<file path="src/logic/gpp_pkg.sv">
`default_nettype none
package gpp_pkg;
   localparam int PINS = 8;
   localparam int OE_LINES = 16;
   localparam int DM_W = 3;
   localparam int OE_SEL_W = 5;
   typedef enum logic [2:0] {
      DM_ANALOG_HIZ, DM_DIGITAL_HIZ, DM_RES_PULL_UP, DM_RES_PULL_DOWN,
      DM_OPEN_DRAIN_LOW, DM_OPEN_DRAIN_HIGH, DM_STRONG, DM_RES_PULL_BOTH
   } gpp_drive_mode_t;
   typedef enum logic [1:0] {
      IRQ_OFF, IRQ_RISE, IRQ_FALL, IRQ_BOTH
   } gpp_irq_type_t;
   // Pin form: per-pin word of the most used port bits
   localparam int PF_DATA = 0;
   localparam int PF_DM_LSB = 1;
   localparam int PF_IBUF_DIS = 4;
   localparam int PF_SLOW = 5;
   localparam int PF_BIDIR = 6;
   localparam int PF_STATE = 7;
   localparam int PF_W = 8;
   localparam logic [7:0] ZERO_BYTE = 8'h00;
   localparam logic [23:0] ZERO_DM = 24'h000000;
   localparam logic [15:0] ZERO_TYPE = 16'h0000;
endpackage : gpp_pkg
`default_nettype wire

</file>
<file path="src/logic/gpp_port.sv">
// Notes on behaviour
// [RL1] Analog high-Z default: no drive, no input
// [RL2] Digital high-Z: driver off, input sampled
// [RL3] Resistive pull: one state resistive, other strong
// [RL4] No resistive pull on regulated special pins
// [RL5] Open drain: one state floats, other strong
// [RL6] Strong mode drives both states strongly
// [RL7] Combined resistive: always through resistor
// [RL8] Port-wide form: bit n is pin n
// [RL9] Per-pin form aliases the same state
// [RL10] Bidir: aux enable selects input or drive
// [RL11] Up to 16 aux enables, routable per pin
// [RL12] Per-pin slew only for strong/open drain
// [RL13] Eight pins feed one port interrupt
// [RL14] Per-pin rising, falling, both, or off
// [RL15] Event sets status bit and raises request
// [RL16] Detection runs during sleep
// [RL17] Port-level CMOS or LVTTL threshold
// [RL18] Input buffer disable per pin, any mode
// [RL19] Special pins paired, shared 4-way threshold
// [RL20] Software keeps tolerant special pins in 0,1,4
// [RL21] Reset holds analog high-Z, loads stored defaults
// [RL22] Low power keeps pin state
// [RL23] Three-bit drive mode, codes 0 to 7
// [RL24] Separate pin-state read and data write
// [RL25] Inputs synchronised; status clears on read
// [RL26] Request drops when all status clear
`default_nettype none
module gpp_port
   import gpp_pkg::*;
#(
   parameter int NPINS = PINS
) (
   input wire logic clock,
   input wire logic rst_n,
   input wire logic [NPINS-1:0] pinIn,
   output logic [NPINS-1:0] pinOut,
   output logic [NPINS-1:0] pinOe,
   output logic [NPINS-1:0] pinPullUp,
   output logic [NPINS-1:0] pinPullDown,
   output logic [NPINS-1:0] pinSlowSlew,
   output logic [NPINS-1:0] pinInBufEn,
   output logic lvttlSelect,
   output logic [1:0] pairThreshold0,
   output logic [1:0] pairThreshold1,
   output logic [1:0] pairThreshold2,
   output logic [1:0] pairThreshold3,
   input wire logic [NPINS-1:0] specialPin,
   input wire logic [NPINS-1:0] regulatedOut,
   input wire logic [NPINS*DM_W-1:0] resetDmDefault,
   input wire logic [NPINS-1:0] resetDataDefault,
   input wire logic portWrData,
   input wire logic [NPINS-1:0] dataIn,
   input wire logic portWrDm,
   input wire logic [NPINS*DM_W-1:0] dmIn,
   input wire logic portWrSlew,
   input wire logic [NPINS-1:0] slewIn,
   input wire logic portWrIbufDis,
   input wire logic [NPINS-1:0] ibufDisIn,
   input wire logic portWrBidir,
   input wire logic [NPINS-1:0] bidirIn,
   input wire logic portWrIrqType,
   input wire logic [NPINS*2-1:0] irqTypeIn,
   input wire logic portWrCfg,
   input wire logic lvttlIn,
   input wire logic [7:0] pairThresholdIn,
   input wire logic [NPINS*OE_SEL_W-1:0] oeSelIn,
   input wire logic pinWr,
   input wire logic [2:0] pinWrSel,
   input wire logic [PF_W-1:0] pinWrWord,
   input wire logic [2:0] pinRdSel,
   output logic [PF_W-1:0] pinRdWord,
   input wire logic [OE_LINES-1:0] auxOe,
   output logic [NPINS-1:0] pinStateRead,
   output logic [NPINS-1:0] outputDataWrite,
   input wire logic statusRead,
   output logic [NPINS-1:0] irqStatus,
   output logic portIrq
);
   if (NPINS != PINS) $error("gpp_port serves exactly eight pins");

   // ***********************************************
   // Configuration state
   // ***********************************************
   logic [NPINS-1:0] dataReg;
   logic [NPINS*DM_W-1:0] dmReg;
   logic [NPINS-1:0] slowReg;
   logic [NPINS-1:0] ibufDisReg;
   logic [NPINS-1:0] bidirReg;
   logic [NPINS*2-1:0] irqTypeReg;
   logic [NPINS*OE_SEL_W-1:0] oeSelReg;
   logic loadDefaults;
   logic inReset;

   // Reset forces analog high-Z; stored defaults land two edges after release
   always_ff @(posedge clock or negedge rst_n) begin
      if (!rst_n) begin
         inReset <= 1'b1;
         loadDefaults <= 1'b0;
      end else begin
         inReset <= 1'b0;
         loadDefaults <= inReset; // RL21
      end
   end

   always_ff @(posedge clock or negedge rst_n) begin
      if (!rst_n) begin
         dataReg <= ZERO_BYTE;
         dmReg <= ZERO_DM; // RL1
         slowReg <= ZERO_BYTE;
         ibufDisReg <= ZERO_BYTE;
         bidirReg <= ZERO_BYTE;
         irqTypeReg <= ZERO_TYPE;
         oeSelReg <= '0;
         lvttlSelect <= 1'b0;
         pairThreshold0 <= 2'h0;
         pairThreshold1 <= 2'h0;
         pairThreshold2 <= 2'h0;
         pairThreshold3 <= 2'h0;
      end else if (loadDefaults) begin
         dmReg <= resetDmDefault; // RL21
         dataReg <= resetDataDefault;
      end else begin
         // Port form first, pin form last so a pin write wins on collision
         if (portWrData) dataReg <= dataIn; // RL8
         if (portWrDm) dmReg <= dmIn; // RL23
         if (portWrSlew) slowReg <= slewIn;
         if (portWrIbufDis) ibufDisReg <= ibufDisIn;
         if (portWrBidir) bidirReg <= bidirIn;
         if (portWrIrqType) irqTypeReg <= irqTypeIn;
         if (portWrCfg) begin
            lvttlSelect <= lvttlIn; // RL17
            pairThreshold0 <= pairThresholdIn[1:0]; // RL19
            pairThreshold1 <= pairThresholdIn[3:2];
            pairThreshold2 <= pairThresholdIn[5:4];
            pairThreshold3 <= pairThresholdIn[7:6];
            oeSelReg <= oeSelIn; // RL11
         end
         if (pinWr) begin
            dataReg[pinWrSel] <= pinWrWord[PF_DATA]; // RL9
            dmReg[pinWrSel*DM_W +: DM_W] <= pinWrWord[PF_DM_LSB +: DM_W];
            ibufDisReg[pinWrSel] <= pinWrWord[PF_IBUF_DIS];
            slowReg[pinWrSel] <= pinWrWord[PF_SLOW];
            bidirReg[pinWrSel] <= pinWrWord[PF_BIDIR];
         end
      end
   end

   // ***********************************************
   // Input synchroniser
   // ***********************************************
   logic [NPINS-1:0] syncA, syncB, syncC, pinFilt;
   always_ff @(posedge clock or negedge rst_n) begin
      if (!rst_n) begin
         syncA <= ZERO_BYTE;
         syncB <= ZERO_BYTE;
         syncC <= ZERO_BYTE;
         pinFilt <= ZERO_BYTE;
      end else begin
         syncA <= pinIn; // RL25
         syncB <= syncA;
         syncC <= syncB;
         // Change counts only once the two later stages agree
         pinFilt <= (syncB == syncC) ? syncC : pinFilt;
      end
   end

   // ***********************************************
   // Per-pin drive decode
   // ***********************************************
   logic [NPINS-1:0] next_oe, next_out, next_pu, next_pd, next_ibuf, next_slow;
   logic [NPINS-1:0] bidirOeBit;
   genvar gi;
   generate
      for (gi = 0; gi < NPINS; gi++) begin : g_pin
         gpp_drive_mode_t dm;
         logic d;
         assign bidirOeBit[gi] = auxOe[oeSelReg[gi*OE_SEL_W +: $clog2(OE_LINES)]];
         always_comb begin
            dm = gpp_drive_mode_t'(dmReg[gi*DM_W +: DM_W]);
            d = dataReg[gi];
            // Bidir with aux enable low falls back to digital input
            if (bidirReg[gi] && !bidirOeBit[gi]) dm = DM_DIGITAL_HIZ; // RL10
            // Regulated special pins lose resistive pulls, fall to input
            if (specialPin[gi] && regulatedOut[gi] &&
                (dm == DM_RES_PULL_UP || dm == DM_RES_PULL_DOWN ||
                 dm == DM_RES_PULL_BOTH)) dm = DM_DIGITAL_HIZ; // RL4
            next_out[gi] = d;
            next_oe[gi] = 1'b0;
            next_pu[gi] = 1'b0;
            next_pd[gi] = 1'b0;
            case (dm)
               DM_ANALOG_HIZ: next_out[gi] = 1'b0; // RL1
               DM_DIGITAL_HIZ: next_oe[gi] = 1'b0; // RL2
               DM_RES_PULL_UP: begin
                  next_oe[gi] = !d; // RL3
                  next_pu[gi] = d;
               end
               DM_RES_PULL_DOWN: begin
                  next_oe[gi] = d; // RL3
                  next_pd[gi] = !d;
               end
               DM_OPEN_DRAIN_LOW: next_oe[gi] = !d; // RL5
               DM_OPEN_DRAIN_HIGH: next_oe[gi] = d; // RL5
               DM_STRONG: next_oe[gi] = 1'b1; // RL6
               DM_RES_PULL_BOTH: begin
                  next_pu[gi] = d; // RL7
                  next_pd[gi] = !d;
               end
               default: next_oe[gi] = 1'b0;
            endcase
            next_ibuf[gi] = (dm != DM_ANALOG_HIZ) && !ibufDisReg[gi]; // RL18
            next_slow[gi] = slowReg[gi] && (dm == DM_OPEN_DRAIN_LOW ||
               dm == DM_OPEN_DRAIN_HIGH || dm == DM_STRONG); // RL12
         end
      end
   endgenerate

   // State is held across low power; nothing here depends on sleep
   always_ff @(posedge clock or negedge rst_n) begin
      if (!rst_n) begin
         pinOut <= ZERO_BYTE;
         pinOe <= ZERO_BYTE;
         pinPullUp <= ZERO_BYTE;
         pinPullDown <= ZERO_BYTE;
         pinSlowSlew <= ZERO_BYTE;
         pinInBufEn <= ZERO_BYTE; // RL1
      end else begin
         pinOut <= next_out; // RL22
         pinOe <= next_oe;
         pinPullUp <= next_pu;
         pinPullDown <= next_pd;
         pinSlowSlew <= next_slow;
         pinInBufEn <= next_ibuf;
      end
   end

   // ***********************************************
   // Read paths
   // ***********************************************
   logic [PF_W-1:0] next_pinRd;
   always_comb begin
      next_pinRd = '0;
      next_pinRd[PF_DATA] = dataReg[pinRdSel];
      next_pinRd[PF_DM_LSB +: DM_W] = dmReg[pinRdSel*DM_W +: DM_W];
      next_pinRd[PF_IBUF_DIS] = ibufDisReg[pinRdSel];
      next_pinRd[PF_SLOW] = slowReg[pinRdSel];
      next_pinRd[PF_BIDIR] = bidirReg[pinRdSel];
      next_pinRd[PF_STATE] = pinStateRead[pinRdSel];
   end

   always_ff @(posedge clock or negedge rst_n) begin
      if (!rst_n) begin
         pinStateRead <= ZERO_BYTE;
         outputDataWrite <= ZERO_BYTE;
         pinRdWord <= '0;
      end else begin
         // Disabled buffers read zero, never the written data
         pinStateRead <= pinFilt & next_ibuf; // RL24
         outputDataWrite <= dataReg;
         pinRdWord <= next_pinRd; // RL9
      end
   end

   // ***********************************************
   // Port interrupt unit
   // ***********************************************
   logic [NPINS-1:0] prevIn, evt;
   always_ff @(posedge clock or negedge rst_n) begin
      if (!rst_n) prevIn <= ZERO_BYTE;
      else prevIn <= pinFilt;
   end

   generate
      for (gi = 0; gi < NPINS; gi++) begin : g_evt
         gpp_irq_type_t t;
         always_comb begin
            t = gpp_irq_type_t'(irqTypeReg[gi*2 +: 2]);
            case (t) // RL14
               IRQ_RISE: evt[gi] = pinFilt[gi] && !prevIn[gi];
               IRQ_FALL: evt[gi] = !pinFilt[gi] && prevIn[gi];
               IRQ_BOTH: evt[gi] = pinFilt[gi] ^ prevIn[gi];
               default: evt[gi] = 1'b0;
            endcase
         end
      end
   endgenerate

   // Clock assumed running in sleep so wake events are seen
   always_ff @(posedge clock or negedge rst_n) begin
      if (!rst_n) begin
         irqStatus <= ZERO_BYTE;
         portIrq <= 1'b0;
      end else begin
         // New event beats the read-clear in the same cycle
         irqStatus <= (statusRead ? ZERO_BYTE : irqStatus) | evt; // RL15 RL25 RL16
         portIrq <= ((statusRead ? ZERO_BYTE : irqStatus) | evt) != ZERO_BYTE; // RL13 RL26
      end
   end

   // ***********************************************
   // Checks
   // ***********************************************
   property p_strong_drives;
      @(posedge clock) disable iff (!rst_n)
         (dmReg[2:0] == DM_STRONG && !bidirReg[0] && !loadDefaults) |=> pinOe[0];
   endproperty
   a_strong_drives: assert property (p_strong_drives) else $error("strong not driven"); // RL6

   property p_analog_quiet;
      @(posedge clock) disable iff (!rst_n)
         (dmReg[2:0] == DM_ANALOG_HIZ) |=> (!pinOe[0] && !pinInBufEn[0] && !pinStateRead[0]);
   endproperty
   a_analog_quiet: assert property (p_analog_quiet) else $error("analog pin active"); // RL1

   property p_digital_hiz;
      @(posedge clock) disable iff (!rst_n)
         (dmReg[2:0] == DM_DIGITAL_HIZ && !ibufDisReg[0]) |=> (!pinOe[0] && pinInBufEn[0]);
   endproperty
   a_digital_hiz: assert property (p_digital_hiz) else $error("digital hiz wrong"); // RL2

   property p_od_low;
      @(posedge clock) disable iff (!rst_n)
         (dmReg[2:0] == DM_OPEN_DRAIN_LOW && !bidirReg[0]) |=> (pinOe[0] == !$past(dataReg[0]));
   endproperty
   a_od_low: assert property (p_od_low) else $error("open drain low wrong"); // RL5

   property p_both_res;
      @(posedge clock) disable iff (!rst_n)
         (dmReg[2:0] == DM_RES_PULL_BOTH && !specialPin[0] && !bidirReg[0]) |=>
            (!pinOe[0] && pinPullUp[0] != pinPullDown[0]);
   endproperty
   a_both_res: assert property (p_both_res) else $error("combined pull wrong"); // RL7

   property p_event_sets;
      @(posedge clock) disable iff (!rst_n)
         evt[0] |=> (irqStatus[0] && portIrq);
   endproperty
   a_event_sets: assert property (p_event_sets) else $error("event lost"); // RL15

   property p_irq_matches;
      @(posedge clock) disable iff (!rst_n)
         portIrq == (irqStatus != ZERO_BYTE);
   endproperty
   a_irq_matches: assert property (p_irq_matches) else $error("irq not status-or"); // RL26

   property p_read_clears;
      @(posedge clock) disable iff (!rst_n)
         (statusRead && evt == ZERO_BYTE) |=> !portIrq;
   endproperty
   a_read_clears: assert property (p_read_clears) else $error("read did not clear"); // RL25

   property p_off_no_event;
      @(posedge clock) disable iff (!rst_n)
         (irqTypeReg[1:0] == IRQ_OFF) |-> !evt[0];
   endproperty
   a_off_no_event: assert property (p_off_no_event) else $error("disabled pin fired"); // RL14

   property p_defaults_load;
      @(posedge clock) disable iff (!rst_n)
         loadDefaults |=> (dmReg == $past(resetDmDefault));
   endproperty
   a_defaults_load: assert property (p_defaults_load) else $error("defaults not loaded"); // RL21

   c_rise: cover property (@(posedge clock) disable iff (!rst_n) evt[0] && pinFilt[0]);
   c_clear: cover property (@(posedge clock) disable iff (!rst_n) statusRead && portIrq);
   c_bidir: cover property (@(posedge clock) disable iff (!rst_n) bidirReg[0] && pinOe[0]);
endmodule : gpp_port
`default_nettype wire

</file>
<file path="config.mk">
export PLATFORM = sky130hd
export DESIGN_NAME = gpp_port
export DESIGN_NICKNAME = d
export VERILOG_FILES = /design/src/logic/gpp_pkg.sv /design/src/logic/gpp_port.sv
export SDC_FILE = /design/constraint.sdc
export NUM_CORES = 1
export LEC_CHECK = 0
export BUFFER_PORTS_ARGS = -buffer_cell sky130_fd_sc_hd__buf_2
export CORE_UTILIZATION = 30
export CTS_CLUSTER_SIZE = 20
export DETAILED_ROUTE_END_ITERATION = 7
export GPL_TIMING_DRIVEN = 0
export MAX_ROUTING_LAYER = met4
export PLACE_DENSITY = 0.51
export SETUP_SLACK_MARGIN = 0.05
export SKIP_LAST_GASP = 1
export SYNTH_ARGS = -nofsm -noshare
export SYNTH_HDL_FRONTEND = slang
export SYNTH_SLANG_ARGS = --single-unit
</file>
<file path="constraint.sdc">
create_clock -name clock -period 2.1 [get_ports clock]
set_clock_uncertainty 0.1 [all_clocks]
set_input_delay 0.105 -clock clock [delete_from_list [all_inputs] [get_ports clock]]
set_output_delay 0.105 -clock clock [all_outputs]
set_load 0.02 [all_outputs]
</file>
==> results of run 1 <==
==> power by group <==
group / internal (mW) / switching, mW / leakage (nW)
clock: 2.86 / 2.03 / 0.449
sequential: 5.12 / 0.480 / 2.92
combinational: 1.76 / 1.91 / 4.56
total: 9.74 / 4.42 / 7.92
==> synth_stat cells, types with 6 or more instances <==
| cell type | count | area, sq um |
|---|---|---|
| sky130_fd_sc_hd__buf_1 | 7 | 26.3 |
| sky130_fd_sc_hd__o21ai_0 | 119 | 596 |
| sky130_fd_sc_hd__xnor2_1 | 20 | 175 |
| sky130_fd_sc_hd__o22ai_1 | 9 | 56.3 |
| sky130_fd_sc_hd__mux4_2 | 40 | 901 |
| sky130_fd_sc_hd__inv_1 | 37 | 139 |
| sky130_fd_sc_hd__mux2_2 | 84 | 946 |
| sky130_fd_sc_hd__nand3_1 | 17 | 85.1 |
| sky130_fd_sc_hd__buf_2 | 8 | 40.0 |
| sky130_fd_sc_hd__clkbuf_1 | 48 | 180 |
| sky130_fd_sc_hd__nor3b_1 | 6 | 45.0 |
| sky130_fd_sc_hd__a21o_1 | 6 | 45.0 |
| sky130_fd_sc_hd__dfrtp_1 | 235 | 5880 |
| sky130_fd_sc_hd__nand2_1 | 131 | 492 |
| sky130_fd_sc_hd__nand2b_1 | 16 | 100 |
| sky130_fd_sc_hd__mux2i_1 | 41 | 410 |
| sky130_fd_sc_hd__and3_1 | 11 | 68.8 |
| sky130_fd_sc_hd__nor2b_1 | 24 | 150 |
| sky130_fd_sc_hd__ha_1 | 20 | 250 |
| sky130_fd_sc_hd__a21oi_1 | 62 | 310 |
| sky130_fd_sc_hd__nor3_1 | 12 | 60.1 |
| sky130_fd_sc_hd__nor4b_1 | 8 | 70.1 |
| sky130_fd_sc_hd__nor2_1 | 87 | 327 |
==> worst paths after layout <==
path | cells after the start | end | slack (ns) | from
worst max-delay path | 6 | pinPullDown[4] | -0.04 | oeSelReg[21]
worst min-delay path | 3 | dataReg[3] | 0.02 | pinWrWord[0]
worst max register to register | 6 | pinPullDown[4] | -0.04 | oeSelReg[21]
worst min register to register | 0 | syncB[3] | 0.25 | syncA[3]
max in group asynchronous | 5 | dmReg[16] | 0.30 | rst_n
min in group asynchronous | 3 | pinFilt[4] | 0.52 | rst_n
==> flip-flops by register name, summed over array words and instances (netlist names), 8 cells and up <==
| register | cells |
|---|---|
| dmReg | 24 |
| syncB | 8 |
| pinInBufEn | 8 |
| prevIn | 8 |
| pinSlowSlew | 8 |
| syncA | 8 |
| irqStatus | 8 |
| oeSelReg | 32 |
| pinOut | 8 |
| slowReg | 8 |
| pinPullDown | 8 |
| bidirReg | 8 |
| dataReg | 8 |
| pinStateRead | 8 |
| outputDataWrite | 8 |
| pinPullUp | 8 |
| ibufDisReg | 8 |
| irqTypeReg | 16 |
| syncC | 8 |
| pinOe | 8 |
| pinRdWord | 8 |
| pinFilt | 8 |
==> layer usage <==
layer	routed length (um)	up-vias	track usage
met3	2880	70	0.0438
met2	21100	389	0.366
li1	-	4977	-
met5	0	-	-
met4	1240	0	0.0635
met1	18700	5253	0.282
==> critical path, cell delays in order (launching register included) <==
cell,delay (ns)
sky130_fd_sc_hd__dfrtp_1,0.34
sky130_fd_sc_hd__buf_6,0.12
sky130_fd_sc_hd__mux4_2,0.48
sky130_fd_sc_hd__mux2_4,0.30
sky130_fd_sc_hd__a221oi_4,0.44
sky130_fd_sc_hd__buf_6,0.18
sky130_fd_sc_hd__nor4b_2,0.05
==> area by class of cell <==
| class | count | area (sq um) |
|---|---|---|
| repair buffers | 515 | 3750 |
| multi-input cells | 762 | 5920 |
| clock inverters | 12 | 126 |
| clock buffers | 37 | 785 |
| inverters | 37 | 139 |
| flip-flops and latches | 236 | 5910 |
| plain buffers | 66 | 328 |
| well taps | 518 | 648 |
| fillers | 3692 | 21200 |
| diodes | 4 | 10.0 |
==> cells in the final DEF (no fill, tap or decap), types with 13 or more instances in the layout <==
master                          instances
sky130_fd_sc_hd__ha_1                  20
sky130_fd_sc_hd__nand3_1               17
sky130_fd_sc_hd__clkbuf_16             29
sky130_fd_sc_hd__o21ai_0              119
sky130_fd_sc_hd__inv_1                 37
sky130_fd_sc_hd__a21oi_1               62
sky130_fd_sc_hd__dfrtp_1              235
sky130_fd_sc_hd__mux4_2                40
sky130_fd_sc_hd__nand2_1              131
sky130_fd_sc_hd__mux2_2                81
sky130_fd_sc_hd__mux2i_1               36
sky130_fd_sc_hd__nand2b_1              16
sky130_fd_sc_hd__dlygate4sd3_1        207
sky130_fd_sc_hd__buf_2                292
sky130_fd_sc_hd__nor2_1                85
sky130_fd_sc_hd__buf_4                 13
sky130_fd_sc_hd__clkbuf_1              43
sky130_fd_sc_hd__xnor2_1               20
sky130_fd_sc_hd__nor2b_1               24
==> timing repair <==
item | in CTS | in global routing
setup buffers | 13 | 4
endpoints found under the setup margin | 95 | 166
hold buffers | 207 | 0
hold endpoints to repair | 304 | 0
gates cloned | 0 | 1
resized for setup | 58 | 39
pin swaps | 10 | 12
==> cell families after synthesis <==
logic type	count (synthesis)	synth area share
other	1	0.000316
flip-flops	236	0.498
adder cells (fa/ha/maj)	20	0.0211
AO/OA/AOI/OAI	224	0.109
XOR/XNOR	21	0.0155
AND/OR/NAND/NOR	331	0.131
multiplexers	165	0.190
buffers and inverters	104	0.0344
==> impl_metrics.ini, run 1 <==
[clock_network]
clkLatencyLatePin_ns = 0.58
cts_max_level = 1
cts.clk_slew.worst_paths_ns = 0.07
clock-sinks = 236
cts-buffers-inserted = 28
cts-root-buf = sky130_fd_sc_hd__clkbuf_16
cts-root-to-sink-buffers = 3
cts_tree = built

[place]
cells_after_dpl = 1910
routabilityCongestion = 0.883
place_area_sq_um = 14000
post-dp-hpwl_um = 31300
detailedPlace.worstSlack_ns = -0.986
number_of_buffers_inserted_by_port_buffering = 288

[final_layout]
fin_util = 0.454
finalNonFillerCells = 2187
synthToLayoutAreaGrowth_pct = 48.6
layout-drive-gt1-share = 0.330
final_nets = 1884
design_area_sq_um = 17600

[job]
max_cap_violations = 0

[yosys]
netlist-cell-type-count = 45
synth_top_flop_cell = sky130_fd_sc_hd__dfrtp_1
synth_seq_area_share = 0.498
mappedNetlistNets = 1340
ys_async_sr_fraction = 1.00
synth_enable_flop_cells = 0
synth-seq-cells = 236
syn_avg_cell_area_sq_um = 10.8
netlist_area_sq_um = 11900
yosys_warning_total = 0
synthesis.instances = 1102

[setup_path]
arrival_ns = 2.47
highest_fanout_seen_on_the_critical_path = 4
worstSetupEndpointType = flop
critical_path_launch_point_type = flop
category_of_the_critical_setup_timing_path = reg2reg
cp.required_ns = 2.43

[timing]
finalSetupViolCount = 6
worst-slew-pin-transition_ns = 0.894
holdWs_ns = 0.0155
clock.fmax_mhz = 468
slew_headroom = 0.404
drv_slew = 0
finalHoldViolations = 0
rsz0062_at_grt = true
fin_tns_setup_ns = -0.115
min_period_ns = 2.14
min_period_over_period = 1.02
worst_slack_ns = -0.0374

[detailed_routing]
ant_nets = 0
vias = 10700
drt-total-wl_um = 44000
routed_via_density = 4.89
drt_first_pass_iters = 5
route.detailed.drc = 0
wl_per_cell_um = 20.1
detailed_router_s_first_iteration_violation_count = 549

[power]
p_per_area_nw_per_um2 = 804
vdd_drop_max_mv = 0.562
power.total_mw = 14.2
p_leak_nw = 7.92

[floorplan]
io_pins = 308
starting_density_of_the_core = 0.305
floorplan.die_area_sq_um = 40300
fp-row-count = 72
core_area_sq_um = 38800
chipWidth_um = 201
chipHeight_um = 201

[worst_hold_path]
hold_class = in2reg

[global_routing]
grt_max_degree = 85
antenna_found_initial = 4
grt_remaining_overflow = 0
vias_in_the_first_global_route = 11000
global_route.usage.total = 0.224
grt_first_pass_wirelength_um = 66400

[run_status]
failing_checks = setup timing
run_status = finished, violations left
(Power assumes the default switching activity.)
==> run 2, diff against run 1 <==
--- a/config.mk
+++ b/config.mk
@@ -6,12 +6,14 @@
 export NUM_CORES = 1
 export LEC_CHECK = 0
 export BUFFER_PORTS_ARGS = -buffer_cell sky130_fd_sc_hd__buf_2
+export CELL_PAD_IN_SITES_DETAIL_PLACEMENT = 2
+export CELL_PAD_IN_SITES_GLOBAL_PLACEMENT = 2
 export CORE_UTILIZATION = 30
 export CTS_CLUSTER_SIZE = 20
 export DETAILED_ROUTE_END_ITERATION = 7
 export GPL_TIMING_DRIVEN = 0
 export MAX_ROUTING_LAYER = met4
-export PLACE_DENSITY = 0.51
+export PLACE_DENSITY = 0.75
 export SETUP_SLACK_MARGIN = 0.05
 export SKIP_LAST_GASP = 1
 export SYNTH_ARGS = -nofsm -noshare
==> run 2 against run 1 <==
Net effect:
- the flow still finishes with violations (setup timing)
- maximum frequency decreased by 1.0%
- via count is 6.8% higher
- final area grew 0.93%
- cell count up 0.37%
- worst setup slack worse by 0.022 ns
- first-iteration DRC count is 18% lower
- non-clock buffer count is 4 higher
- routed wire length grew 29%
- clock power rose by 8.2%
- sequential share of layout area down 0.30 points
- critical path type unchanged
==> impl_metrics.ini, run 2 (synthesis results as in run 1) <==
[clock_network]
cts-root-buf = sky130_fd_sc_hd__clkbuf_16
cts_max_level = 1
cts-buffers-inserted = 29
clock-sinks = 236
cts_tree = built
clkLatencyLatePin_ns = 0.57
cts-root-to-sink-buffers = 3
cts.clk_slew.worst_paths_ns = 0.06

[worst_hold_path]
hold_class = in2reg
hp_start = pinWrWord[0]

[setup_path]
category_of_the_critical_setup_timing_path = reg2reg
worstPathCellList = buf_6, mux4_2, mux2_4, a221oi_4, buf_6, nor4_4, nor2b_1
arrival_ns = 2.55
worstSetupEndpointType = flop
crit_start = oeSelReg[16]
crit_path_frequent_cell = sky130_fd_sc_hd__buf_6
cp.required_ns = 2.49
highest_fanout_seen_on_the_critical_path = 5
timing.critical_path.slowest_cell_delay_ns = 0.52
regToRegStartpoint = oeSelReg[16]
critical_path.slowest_cell = sky130_fd_sc_hd__mux4_2
critical_path_launch_point_type = flop

[place]
number_of_buffers_inserted_by_port_buffering = 288
routabilityCongestion = 0.870
post-dp-hpwl_um = 35300
cells_after_dpl = 1910

[final_layout]
most-common-layout-cells = sky130_fd_sc_hd__buf_2, sky130_fd_sc_hd__dfrtp_1, sky130_fd_sc_hd__dlygate4sd3_1
max_ffs_per_register = 32
largest-register = oeSelReg
multi_input_comb_area_sq_um = 5970
final_common_cell = sky130_fd_sc_hd__buf_2
layout-drive-gt1-share = 0.343
num-fill-cells = 3992
final_nets = 1889
synthToLayoutAreaGrowth_pct = 50.0
regArea_sq_um = 5910
fin_util = 0.458
largest_registers = oeSelReg: 32 flops, dmReg: 24 flops, irqTypeReg: 16 flops
finalNonFillerCells = 2195

[global_routing]
antenna_found_initial = 5
grt_remaining_overflow = 0
grt_max_degree = 95
vias_in_the_first_global_route = 13300
grt_first_pass_wirelength_um = 84400
global_route.usage.total = 0.288

[detailed_routing]
wl_per_cell_um = 25.9
drt-total-wl_um = 56800
detailed_router_s_first_iteration_violation_count = 449
ant_nets = 0
route.detailed.drc = 0
vias = 11400
drt_first_pass_iters = 4
routed_via_density = 5.20

[timing]
slew_headroom = 0.359
rsz0062_at_grt = true
worst-slew-pin-transition_ns = 0.961
min_period_ns = 2.16
min_period_over_period = 1.03
worst_slack_ns = -0.0597
finalHoldViolations = 0
finalSetupViolCount = 13
drv_slew = 0
clock.fmax_mhz = 463

[floorplan]
core_area_sq_um = 38800
chipHeight_um = 201
chipWidth_um = 201
io_pins = 308
starting_density_of_the_core = 0.305
fp-row-count = 72
floorplan.die_area_sq_um = 40300

[run_status]
failing_checks = setup timing
run_status = finished, violations left

[power]
vdd_drop_max_mv = 0.588
power.total_mw = 14.9
p_per_area_nw_per_um2 = 838
p_leak_nw = 8.01

[job]
max_cap_violations = 0
-- run 2: cell count changes in the layout (fill, tap and decap cells not counted), sizes merged, moves of 2 or more --
cell / previous run / this run
clkbuf: 88 / 94
buf: 323 / 327
clkinv: 8 / 6
dlygate4sd3: 207 / 205
-- run 2: routing by layer --
metal	track usage	vias up	share of wire
met5	-	-	0
met4	0.110	0	0.034
met3	0.0464	113	0.054
met2	0.504	422	0.52
met1	0.329	5891	0.39
li1	-	4990	-
-- run 2: layout make-up --
| cell class | instances | share of cell area |
|---|---|---|
| antenna | 5 | 0.000704 |
| multi-input combinational | 762 | 0.336 |
| clock inverter | 11 | 0.00831 |
| tap | 518 | 0.0365 |
| sequential | 236 | 0.332 |
| buffer | 67 | 0.0188 |
| timing repair buffer | 518 | 0.212 |
| clock buffer | 41 | 0.0473 |
| inverter | 37 | 0.00781 |
-- run 2: power breakdown --
part | leakage [nW] | switching, mW | internal, mW
registers | 2.92 | 0.558 | 5.12
clock network | 0.489 | 2.14 | 3.15
logic | 4.60 | 2.13 | 1.79
-- run 2: worst paths after layout --
path	end	slack, ns	cells past startpoint
worst min-delay path	dataReg[6]	0.05	3
worst max-delay path	pinOut[3]	-0.06	7
min in group asynchronous	syncB[1]	0.47	3
max in group asynchronous	pinPullUp[4]	0.60	4
worst max register to register	pinOut[3]	-0.06	7
worst min register to register	syncB[5]	0.25	0
-- run 2: what timing repair did --
action	4_1_cts	5_1_grt
resized for setup	69	50
hold endpoints to repair	385	0
endpoints found under the setup margin	84	101
pin swaps	12	8
buffers inserted	20	7
hold buffers	206	0
-- run 2: worst max-delay path: cells and delay by family (launching register included) --
| kind | cells | cell delay, ns |
|---|---|---|
| AND/OR/NAND/NOR | 2 | 0.24 |
| buffers and inverters | 2 | 0.31 |
| multiplexers | 2 | 0.83 |
| AO/OA/AOI/OAI | 1 | 0.27 |
| flip-flops | 1 | 0.34 |
-- run 2: metrics by stage --
stage                     setup slack, ns  setup TNS (ns)  hold WS, ns  area [sq um]
after CTS                         -0.0282         -0.0712      0.00276         17600
final                             -0.0597          -0.419       0.0477         17800
after detailed placement           -0.924          -23.72      -0.0128         14000
after global placement              -3.72         -886.80        0.113         13900
after floorplan                     0.123               0       -0.291         11900
after global routing              -0.0888           -1.50       0.0652         17800
==> run 3, diff against run 2 <==
--- a/config.mk
+++ b/config.mk
@@ -8,6 +8,7 @@
 export BUFFER_PORTS_ARGS = -buffer_cell sky130_fd_sc_hd__buf_2
 export CELL_PAD_IN_SITES_DETAIL_PLACEMENT = 2
 export CELL_PAD_IN_SITES_GLOBAL_PLACEMENT = 2
+export CORE_ASPECT_RATIO = 2
 export CORE_UTILIZATION = 30
 export CTS_CLUSTER_SIZE = 20
 export DETAILED_ROUTE_END_ITERATION = 7
==> run 3 against run 2 <==
Net effect:
- cell count shrank 0.36%
- utilization shrank 0.28 points
- critical path depth is the same
- highest routed layer unchanged
- worst setup slack lost 0.014 ns
- the flow still finishes with violations (setup timing)
- largest cell class unchanged
- maximum frequency shrank 0.67%
- sequential share of layout area grew 0.23 points
- critical path type unchanged
- combinational power is essentially flat
==> impl_metrics.ini, run 3 (synthesis results as in run 1) <==
[worst_hold_path]
min_delay_path_depth = 3
hold_class = in2reg
hp_start = pinWrWord[5]

[setup_path]
regToRegStartpoint = oeSelReg[16]
highest_fanout_seen_on_the_critical_path = 5
cp.required_ns = 2.44
critical_path_launch_point_type = flop
arrival_ns = 2.51
crit_start = oeSelReg[16]
category_of_the_critical_setup_timing_path = reg2reg
worst-r2r-cell-count = 7
worstSetupEndpointType = flop

[clock_network]
cts.clk_slew.worst_paths_ns = 0.07
clock-sinks = 236
cts_tree = built
cts-buffers-inserted = 25
cts-root-to-sink-buffers = 3
cts_max_level = 1
cts-root-buf = sky130_fd_sc_hd__clkbuf_16
clkLatencyLatePin_ns = 0.56

[timing]
finalSetupViolCount = 16
worst_slack_ns = -0.0742
fin_tns_setup_ns = -0.689
slew_headroom = 0.356
clock.fmax_mhz = 460
finalHoldViolations = 0
min_period_ns = 2.17
rsz0062_at_grt = true
min_period_over_period = 1.04
drv_slew = 0
worst-slew-pin-transition_ns = 0.966

[final_layout]
regArea_sq_um = 5910
largest_registers = oeSelReg: 32 flops, dmReg: 24 flops, irqTypeReg: 16 flops
largest-register = oeSelReg
num-fill-cells = 4075
layout-drive-gt1-share = 0.344
max_ffs_per_register = 32
final_nets = 1884
synthToLayoutAreaGrowth_pct = 48.9
multi_input_comb_area_sq_um = 5970
most-common-layout-cells = sky130_fd_sc_hd__buf_2, sky130_fd_sc_hd__dfrtp_1, sky130_fd_sc_hd__dlygate4sd3_1
final_common_cell = sky130_fd_sc_hd__buf_2

[global_routing]
antenna_found_initial = 3
grt_max_degree = 107
vias_in_the_first_global_route = 13500
global_route.usage.total = 0.293
grt_remaining_overflow = 0
grt_first_pass_wirelength_um = 84100

[floorplan]
fp-row-count = 102
chipHeight_um = 283
chipWidth_um = 143
core_area_sq_um = 38800
starting_density_of_the_core = 0.306
floorplan.die_area_sq_um = 40400
io_pins = 308

[power]
sequentialPowerShare = 0.392
clk_network_pwr_share = 0.336
combPwrFrac = 0.272
intPower_mw = 9.73
p_leak_nw = 7.94
netSwitchingPower_mw = 4.74
vdd_drop_max_mv = 0.578
switching_share = 0.327
p_per_area_nw_per_um2 = 820

[place]
number_of_buffers_inserted_by_port_buffering = 288
post-dp-hpwl_um = 37900
routabilityCongestion = 0.878
detailedPlace.worstSlack_ns = -0.914

[detailed_routing]
detail_route.wirelength.met1_um = 17900
met3_wirelength_um = 2320
maxUsedRoutingLayer = met4
drt_first_pass_iters = 4
route.detailed.drc = 0
wl_per_cell_um = 26.0
ant_nets = 0
drt-total-wl_um = 56900
detailed_router_s_first_iteration_violation_count = 388
routed_via_density = 5.24
met2_length_um = 32600
vias = 11500

[run_status]
failing_checks = setup timing
run_status = finished, violations left

[job]
max_cap_violations = 0
run 3: cell types whose count changed in the layout (fill, tap and decap cells not counted), sizes merged:
cell,before,now
buf,327,333
bufinv,3,4
clkbuf,94,83
clkinv,6,4
clkinvlp,1,3
diode,5,3
dlygate4sd3,205,201
run 3: per-stage QoR:
step	hold slack, ns	total power, mW	util	area [sq um]	std cells
after floorplan	-0.291	7.38	-	11900	1102
after global placement	0.114	8.63	0.359	13900	1910
after detailed placement	-0.0677	8.81	0.361	14000	1912
after CTS	0.00127	14.3	0.448	17400	2175
after global routing	0.0258	15.1	0.455	17700	2187
final	0.0198	14.5	0.455	17700	2187
run 3: critical path: stages, from the launching register on:
cell	delay, ns
sky130_fd_sc_hd__dfrtp_1	0.37
sky130_fd_sc_hd__buf_6	0.13
sky130_fd_sc_hd__mux4_2	0.51
sky130_fd_sc_hd__mux2_4	0.30
sky130_fd_sc_hd__a221oi_4	0.30
sky130_fd_sc_hd__buf_12	0.17
sky130_fd_sc_hd__buf_4	0.11
sky130_fd_sc_hd__nor4b_1	0.04
run 3: layout make-up:
cell class	count	share of cell area
Antenna cell	3	0.000425
Buffer	66	0.0188
Clock buffer	33	0.0388
Clock inverter	12	0.0103
Inverter	37	0.00787
Multi-Input combinational cell	762	0.338
Sequential cell	236	0.335
Tap cell	520	0.0369
Timing Repair Buffer	518	0.214
run 3: layer usage:
layer | GRT usage | up-vias
met1 | 0.261 | 5905
met4 | 0.183 | 0
met5 | - | -
met3 | 0.0316 | 191
li1 | - | 4965
met2 | 0.567 | 400
run 3: power by group through the flow:
stage / clock network (mW) / registers, mW / logic, mW
2_1_floorplan: 0 / 5.83 / 1.55
3_3_place_gp: 0 / 5.66 / 2.98
3_5_place_dp: 0 / 5.69 / 3.11
4_1_cts: 4.94 / 5.64 / 3.72
5_1_grt: 5.13 / 5.74 / 4.21
6_report: 4.86 / 5.67 / 3.94
run 3: timing repair:
item                                    in CTS  in global routing
resized for setup                           66                 49
pin swaps                                   11                 13
hold buffers                               202                  0
setup buffers                               17                 12
endpoints found under the setup margin     117                 79
endpoints found under the hold margin      383                  0
run 3: final timing paths:
path,to,slack (ns)
max in group asynchronous,syncC[6],1.19
hold / removal,slowReg[5],0.02
setup reg to reg,pinPullDown[3],-0.07
setup / recovery,pinPullDown[3],-0.07
hold reg to reg,syncB[4],0.25
min in group asynchronous,pinSlowSlew[4],0.04
